--- src/logic/ebs_defs.vh ---
// Constants for the external bank switch control block
`ifndef EBS_DEFS_VH
`define EBS_DEFS_VH
`define EBS_CTRL_ADDR      16'h0029
`define EBS_CTRL_RESET     16'hf000
`define EBS_CTRL_WMASK     16'hf01e
`define EBS_BIT_BACK_TO_BACK_BANK_MODE     15
`define EBS_BIT_DIV_HI     14
`define EBS_BIT_DIV_LO     13
`define EBS_BIT_ACKOFF     12
`define EBS_BIT_LIRST_N    4
`define EBS_BIT_LICLK_HALF 3
`define EBS_BIT_HOST_KEEP  2
`define EBS_BIT_DATA_KEEP  1
`define EBS_ADDR_W         18
`define EBS_BANK_BIT       15
`endif

--- src/logic/ebs_clk_div.v ---
// Programmable clock divider, divide by code plus one, except code 0 which gives clk/2
`timescale 1ns/100ps
`default_nettype none
module ebs_clk_div #(
	parameter CW = 2
) (
	// Clock and reset
	input  wire          clk_sys,
	input  wire          nrst,
	// Divide code, ratio is code plus one, except code 0 which gives 2
	input  wire [CW-1:0] div_code,
	// Divided clock level and end-of-period pulse
	output reg           clk_out_r,
	output reg           tick_r
);
	reg [CW-1:0] cnt_r;
	wire         last;
	assign last = (cnt_r >= div_code);
	always @(posedge clk_sys) begin
		if (!nrst) begin
			cnt_r     <= {CW{1'b0}};
			clk_out_r <= 1'b0;
			tick_r    <= 1'b0;
		end else begin
			tick_r <= last;
			if (last)
				cnt_r <= {CW{1'b0}};
			else
				cnt_r <= cnt_r + {{(CW-1){1'b0}}, 1'b1};
			// High for the first half of each period; code 0 toggles every cycle, giving clk/2
			if (div_code == {CW{1'b0}})
				clk_out_r <= ~clk_out_r;
			else
				clk_out_r <= (last || (cnt_r < (div_code >> 1)));
		end
	end
endmodule
`default_nettype wire

--- src/logic/ebs_bank_ctrl.v ---
// Bank switch control register and idle cycle insertion
`timescale 1ns/100ps
`default_nettype none
`include "ebs_defs.vh"
module ebs_bank_ctrl #(
	parameter AW = `EBS_ADDR_W
) (
	// Clock and reset
	input  wire          clk_sys,
	input  wire          nrst,
	// Memory-mapped register port
	input  wire [15:0]   mmr_addr,
	input  wire [15:0]   mmr_wdata,
	input  wire          mmr_wr,
	input  wire          mmr_rd,
	output reg  [15:0]   mmr_rdata_r,
	// External access request from the core
	input  wire          acc_req,
	input  wire          acc_write,
	input  wire          acc_prog,
	input  wire [AW-1:0] acc_addr,
	output reg           acc_busy_r,
	// External memory pins
	output reg  [AW-1:0] ext_addr_r,
	output reg           memory_strobe_r,
	output reg           idle_cycle_r,
	output reg           clock_output_pin_r,
	// Interrupt acknowledge
	input  wire          ack_in,
	output reg           interrupt_acknowledge_output_r,
	// Line interface module
	output reg           line_interface_reset_n_r,
	output reg           line_interface_clk_r,
	// Bus keepers
	input  wire          wide_host_mode_pin,
	output reg           data_keeper_on_r,
	output reg           addr_keeper_on_r,
	output reg           host_keeper_on_r
);
	localparam ST_IDLE  = 4'b0001;
	localparam ST_SWAP  = 4'b0010;
	localparam ST_READ  = 4'b0100;
	localparam ST_TRAIL = 4'b1000;

	reg [15:0]   ctrl_r;
	reg [3:0]    state_r;
	reg [3:0]    state_nxt;
	reg          bank_msb_r;
	reg          last_prog_r;
	reg          last_read_r;
	reg          seen_r;
	reg [AW-1:0] addr_r;
	reg          wr_r;
	reg          prog_r;
	reg [1:0]    li_cnt_r;
	reg          swap_need;
	reg          strobe_nxt;
	reg          idle_nxt;
	reg [15:0]   rdata_nxt;
	wire         clk_div;
	wire         tick;

	wire back_to_back_bank_mode = ctrl_r[`EBS_BIT_BACK_TO_BACK_BANK_MODE];
	wire [1:0] clock_output_divider =
		ctrl_r[`EBS_BIT_DIV_HI:`EBS_BIT_DIV_LO];
	wire ack_output_suppress = ctrl_r[`EBS_BIT_ACKOFF];
	wire host_bus_keeper_enable = ctrl_r[`EBS_BIT_HOST_KEEP];
	wire data_bus_keeper_enable = ctrl_r[`EBS_BIT_DATA_KEEP];

	// Read needs a swap cycle: new bank, space change, or consecutive mode
	wire new_bank = acc_addr[`EBS_BANK_BIT] != bank_msb_r;
	wire space_swap = last_read_r && (acc_prog != last_prog_r);
	always @* begin
		swap_need = 1'b0;
		if (acc_write) begin
			// Writes never take a swap cycle
			swap_need = 1'b0;
		end else if (back_to_back_bank_mode) begin
			swap_need = 1'b1;
		end else if (!seen_r) begin
			// Last bank unknown after reset, so play safe
			swap_need = 1'b1;
		end else if (new_bank) begin
			swap_need = 1'b1;
		end else if (space_swap) begin
			swap_need = 1'b1;
		end else begin
			swap_need = 1'b0;
		end
	end

	ebs_clk_div #(
		.CW(2)
	) u_div (
		.clk_sys   (clk_sys),
		.nrst      (nrst),
		.div_code  (clock_output_divider),
		.clk_out_r (clk_div),
		.tick_r    (tick)
	);

	// Register port decode
	wire reg_hit = (mmr_addr == `EBS_CTRL_ADDR);
	always @* begin
		rdata_nxt = 16'h0000;
		if (mmr_rd && reg_hit)
			rdata_nxt = ctrl_r & `EBS_CTRL_WMASK;
	end

	// Reserved bits masked on write
	always @(posedge clk_sys) begin
		if (!nrst) begin
			ctrl_r <= `EBS_CTRL_RESET;
		end else if (mmr_wr && reg_hit) begin
			ctrl_r <= mmr_wdata & `EBS_CTRL_WMASK;
		end
	end

	// Read data stands one cycle, zero otherwise
	always @(posedge clk_sys) begin
		if (!nrst)
			mmr_rdata_r <= 16'h0000;
		else
			mmr_rdata_r <= rdata_nxt;
	end

	// Sequencer leaves ST_IDLE on any clock, then advances once per divider tick, every code plus one clocks
	always @* begin
		state_nxt = state_r;
		case (state_r)
		ST_IDLE: begin
			if (acc_req)
				state_nxt = swap_need ? ST_SWAP : ST_READ;
		end
		ST_SWAP:  state_nxt = ST_READ;
		ST_READ: begin
			if (!wr_r && back_to_back_bank_mode)
				state_nxt = ST_TRAIL;
			else
				state_nxt = ST_IDLE;
		end
		ST_TRAIL: state_nxt = ST_IDLE;
		default:  state_nxt = ST_IDLE;
		endcase
	end

	// Pin levels for the state about to be entered
	always @* begin
		strobe_nxt = 1'b0;
		idle_nxt   = 1'b0;
		case (state_nxt)
		ST_SWAP:  idle_nxt   = 1'b1;
		ST_READ:  strobe_nxt = 1'b1;
		ST_TRAIL: idle_nxt   = 1'b1;
		default: begin
			strobe_nxt = 1'b0;
			idle_nxt   = 1'b0;
		end
		endcase
	end

	always @(posedge clk_sys) begin
		if (!nrst) begin
			state_r         <= ST_IDLE;
			bank_msb_r      <= 1'b0;
			last_prog_r     <= 1'b0;
			last_read_r     <= 1'b0;
			seen_r          <= 1'b0;
			addr_r          <= {AW{1'b0}};
			wr_r            <= 1'b0;
			prog_r          <= 1'b0;
			ext_addr_r      <= {AW{1'b0}};
			memory_strobe_r <= 1'b0;
			idle_cycle_r    <= 1'b0;
			acc_busy_r      <= 1'b0;
		end else if (state_r == ST_IDLE || tick) begin
			state_r <= state_nxt;
			if (state_r == ST_IDLE && acc_req) begin
				addr_r     <= acc_addr;
				wr_r       <= acc_write;
				prog_r     <= acc_prog;
				// Address moves as the request is taken, with the swap cycle or with the strobe
				ext_addr_r <= acc_addr;
				acc_busy_r <= 1'b1;
				// Tracked on reads and writes alike
				bank_msb_r  <= acc_addr[`EBS_BANK_BIT];
				last_prog_r <= acc_prog;
				last_read_r <= !acc_write;
				seen_r      <= 1'b1;
			end
			memory_strobe_r <= strobe_nxt;
			idle_cycle_r    <= idle_nxt;
			if (state_nxt == ST_IDLE)
				acc_busy_r <= 1'b0;
		end
	end

	// Line interface clock source: bit 0 is clk/2, bit 1 is clk/4
	always @(posedge clk_sys) begin
		if (!nrst) begin
			li_cnt_r <= 2'b00;
		end else begin
			li_cnt_r <= li_cnt_r + 2'b01;
		end
	end

	// A flop output cannot run at clk, so both rates are halved
	always @(posedge clk_sys) begin
		if (!nrst) begin
			line_interface_clk_r <= 1'b0;
		end else if (ctrl_r[`EBS_BIT_LICLK_HALF]) begin
			line_interface_clk_r <= li_cnt_r[1];
		end else begin
			line_interface_clk_r <= li_cnt_r[0];
		end
	end

	// Line interface held in reset while bit 4 is low
	always @(posedge clk_sys) begin
		if (!nrst) begin
			line_interface_reset_n_r <= 1'b0;
		end else begin
			line_interface_reset_n_r <=
				ctrl_r[`EBS_BIT_LIRST_N];
		end
	end

	// Ack passes only while suppression is off
	always @(posedge clk_sys) begin
		if (!nrst) begin
			interrupt_acknowledge_output_r <= 1'b0;
		end else if (ack_output_suppress) begin
			interrupt_acknowledge_output_r <= 1'b0;
		end else begin
			interrupt_acknowledge_output_r <= ack_in;
		end
	end

	// Divider output retimed so the pin comes from a flop
	always @(posedge clk_sys) begin
		if (!nrst) begin
			clock_output_pin_r <= 1'b0;
		end else begin
			clock_output_pin_r <= clk_div;
		end
	end

	// Data bus keeper follows its own bit only
	always @(posedge clk_sys) begin
		if (!nrst) begin
			data_keeper_on_r <= 1'b0;
		end else begin
			data_keeper_on_r <= data_bus_keeper_enable;
		end
	end

	// Address keeper needs wide host mode and both bits
	always @(posedge clk_sys) begin
		if (!nrst) begin
			addr_keeper_on_r <= 1'b0;
		end else if (wide_host_mode_pin) begin
			addr_keeper_on_r <= data_bus_keeper_enable &&
				host_bus_keeper_enable;
		end else begin
			addr_keeper_on_r <= 1'b0;
		end
	end

	// Wide host mode forces the host keeper on
	always @(posedge clk_sys) begin
		if (!nrst) begin
			host_keeper_on_r <= 1'b0;
		end else if (wide_host_mode_pin) begin
			host_keeper_on_r <= 1'b1;
		end else begin
			host_keeper_on_r <= host_bus_keeper_enable;
		end
	end
endmodule
`default_nettype wire

--- config.mk ---
export PLATFORM = sky130hd
export DESIGN_NAME = ebs_bank_ctrl
export DESIGN_NICKNAME = d
export VERILOG_FILES = /design/src/logic/ebs_clk_div.v /design/src/logic/ebs_bank_ctrl.v
export VERILOG_INCLUDE_DIRS = /design/src /design/src/logic
export SDC_FILE = /design/constraint.sdc
export NUM_CORES = 1
export LEC_CHECK = 0
export ABC_CLOCK_PERIOD_IN_PS = 5000
export BUFFER_PORTS_ARGS = -buffer_cell sky130_fd_sc_hd__buf_2
export CORE_UTILIZATION = 49
export DETAILED_ROUTE_END_ITERATION = 10
export PLACE_DENSITY = 0.84
export SETUP_SLACK_MARGIN = 0.1
export SYNTH_ARGS = -nofsm -noshare
export SYNTH_HDL_FRONTEND = slang
export SYNTH_SLANG_ARGS = --single-unit
--- constraint.sdc ---
create_clock -name clk_sys -period 5 [get_ports clk_sys]
set_clock_uncertainty 0.15 [all_clocks]
set_input_delay 0 -clock clk_sys [delete_from_list [all_inputs] [get_ports clk_sys]]
set_output_delay 0 -clock clk_sys [all_outputs]
set_load 0.05 [all_outputs]
==> flow_metrics.tcl <==
set metrics [dict create \
    drc 0 \
    fmax_mhz 461 \
    crit_family "buffers and inverters" \
    gp_congestion 0.809 \
    critPathCapture "ctrl_r[14]" \
    die_area_um2 4730 \
    maxSlewViolCount 0 \
    clockRootBuffer "clkbuf_8" \
    post-cts-setup-buffers 0 \
    critical_path_depth 7 \
    track_usage 0.280 \
    yosysSeqAreaShare 0.531 \
    synthDominantCellAreaShare 0.531 \
    ctsHtreeMaxLevel 3 \
    fin_cells 432 \
    core.rowCount 23 \
    power_density_nw_per_um2 447 \
    p_leak_nw 1.51 \
    worstPathCellList "buf_2 -> nor4b_1 -> and4_1 -> nand3_1 -> dlygate4sd3_1 -> nand3_1 -> dlygate4sd3_1" \
    io_pins 103 \
    chipWidth_um 68.8 \
    cts_made_buffers 9 \
    grt_max_degree 33 \
    setup_viol 0 \
    synth.area.top_cells "dfxtp_1 53%, nand2_1 8.1%, a21oi_1 6.0%" \
    post_drt_wl_per_cell_um 14.7 \
    initial_utilization 0.527 \
    clk_latency_ns 0.34 \
    dpl-instance-area_um2 2570 \
    r2r_cells 4 \
    vias 2224 \
    drt-vias-per-instance 5.15 \
    nNetsFinal 437 \
    grt_pass1_wl_mm 9.23 \
    crit_path_start_kind "primary input" \
    drt_iter0_drc 128 \
    ant_nets 0 \
    postCtsHoldBufs 46 \
    avgSynthCellArea_um2 8.81 \
    path_clk_slew_ns 0.07 \
    port-buffer-count 86 \
    dp_cells 369 \
    path_max_fanout 8 \
    final_area_um2 3260 \
    status "finished clean" \
    critPathMaxStageDelay_ns 0.58 \
    cp-startpoint "mmr_addr[4]" \
    cts_buffer_depth 2 \
    dp_hpwl_mm 3.25 \
    area_growth_pct 49.0 \
    cp.arrival_ns 2.30 \
    r2r-start "state_r[1]" \
    die_y_um 68.8 \
    yosysTopAreaCell "dfxtp_1" \
    cts-resized-gates 0 \
    cp.required_ns 5.13 \
    timing.rr.end "state_r[2]" \
    setup_tns_ns 0 \
    worst_pin_slew_ns 0.957 \
    cts.sinks 58 \
    worst_setup_path_end_kind "register" \
    timing.final.crit_share 0.434 \
    ys_types 35 \
    worstSetupPathType "in -> reg" \
    reg2reg_slack_ns 2.89 \
    period_needed_ns 2.17 \
    drv_cap 0 \
    hold_class "in -> reg" \
    grt_pass1_vias 2073 \
    relSlewSlack 0.361 \
    synth_area_um2 2190 \
    total_power_mw 1.46 \
    critPathBufInv 3 \
    drive_gt1_frac 0.276 \
    utilization 0.786 \
    hold_violations 0 \
    rsz0062_at_grt "false" \
    synthCells 248 \
    overflow 0 \
    core_region_area_um2 4140 \
    routed_wl_mm 6.33 \
    cts_tree "yes" \
    antenna_found_initial 0 \
    vdd_drop_max_mv 0.284 \
    critPathSlowestCell "dlygate4sd3_1" \
    drt-pass1-iter-count 4 \
    yosysWarnings 0 \
    synth-seq-cells 58 \
]
## stage by stage
step / hold WS (ns) / setup slack (ns)
CTS: 0.0594 / 2.88
floorplan: -0.0342 / 3.42
global placement: 0.0674 / 2.95
global route: 0.105 / 2.71
finish: 0.0980 / 2.83
detailed placement: 0.0754 / 2.90
## layer usage
metal / GRT usage / up-vias / part of all wire
li1: - / 1076 / -
met1: 0.282 / 1026 / 0.37
met2: 0.493 / 95 / 0.54
met3: 0.0822 / 27 / 0.049
met4: 0.194 / 0 / 0.039
met5: 0 / - / 0
## cells in the mapped netlist
| cell type | instances |
|---|---|
| nand2_2 | 1 |
| or4b_2 | 1 |
| nor4_1 | 4 |
| nor4b_4 | 1 |
| nor2b_1 | 1 |
| ha_1 | 2 |
| xnor2_1 | 2 |
| nor4bb_1 | 1 |
| or2_2 | 1 |
| nor3_1 | 1 |
| a21oi_1 | 26 |
| and3_1 | 2 |
| o211ai_1 | 1 |
| a2111oi_1 | 1 |
| buf_2 | 2 |
| conb_1 | 1 |
| and2_1 | 12 |
| nand3_1 | 11 |
| a31oi_1 | 2 |
| mux2i_1 | 2 |
| nor2_1 | 14 |
| o211a_1 | 2 |
| nand4_1 | 3 |
| or3_1 | 1 |
| dfxtp_1 | 58 |
| xor2_1 | 2 |
| o21ai_0 | 13 |
| nand2b_1 | 3 |
| buf_4 | 12 |
| clkbuf_1 | 8 |
| and4_1 | 1 |
| nor4b_1 | 2 |
| a2bb2oi_1 | 1 |
| nand2_1 | 47 |
| inv_1 | 6 |
## how the worst min path moves through the flow
stage                  startpoint                             end  slack (ns)  cells past startpoint
2_1_floorplan  wide_host_mode_pin                host_keeper_on_r       -0.03                      2
3_3_place_gp               ack_in  interrupt_acknowledge_output_r        0.07                      3
3_5_place_dp   wide_host_mode_pin                host_keeper_on_r        0.08                      3
4_1_cts                    mmr_rd                 mmr_rdata_r[14]        0.06                      3
5_1_grt                    mmr_rd                 mmr_rdata_r[14]        0.11                      3
6_report                   mmr_rd                 mmr_rdata_r[14]         0.1                      3
## worst reg2reg max path: cells and delay by family, from the launching register on
| kind | cells | cell delay [ns] |
|---|---|---|
| flip-flops | 1 | 0.36 |
| AND/OR/NAND/NOR | 4 | 1.48 |
## power breakdown
part / internal (mW) / switching (mW)
combinational: 0.129 / 0.288
sequential: 0.520 / 0.0390
clock: 0.292 / 0.187
total: 0.942 / 0.514
## cell families (layout without fill, tap and decap cells)
family | count (synthesis) | in the layout | synth area share
flip-flops | 58 | 58 | 0.531
multiplexers | 2 | 2 | 0.00916
AO/OA/AOI/OAI | 46 | 46 | 0.116
buffers and inverters | 28 | 154 | 0.0698
adder cells (fa/ha/maj) | 2 | 2 | 0.0114
other | 1 | 9 | 0.00172
XOR/XNOR | 4 | 4 | 0.0160
AND/OR/NAND/NOR | 107 | 107 | 0.244
## state kept, by name, summed over array words and instances (netlist names), 2 cells and up
register,flops
state_r,4
ctrl_r,8
u_div.cnt_r,2
ext_addr_r,18
li_cnt_r,2
mmr_rdata_r,8
## area by class of cell
cell class                      count  area [um2]
Sequential cell                    58        1160
Multi-Input combinational cell    169         898
Timing Repair Buffer              132         891
Fill cell                         243         887
Clock buffer                       11         141
Clock inverter                      5        77.6
Tap cell                           50        62.6
Inverter                            6        22.5
Antenna cell                        1        2.50
## cells in the final DEF (no fill, tap or decap), types with 2 or more instances in the layout
master         netlist  routed
a21oi_1             26      26
a31oi_1              2       2
and2_1              12      12
and3_1               2       2
buf_2                2      86
bufinv_16            0       2
clkbuf_8             0      10
clkinv_2             0       2
conb_1               1       8
dfxtp_1             58      58
dlygate4sd3_1        0      46
ha_1                 2       2
inv_1                6       6
mux2i_1              2       2
nand2_1             47      47
nand2b_1             3       3
nand3_1             11      11
nand4_1              3       3
nor2_1              14      14
nor4_1               4       4
nor4b_1              2       2
o211a_1              2       2
o21ai_0             13      13
xnor2_1              2       2
xor2_1               2       2
(Power assumes the default switching activity.)
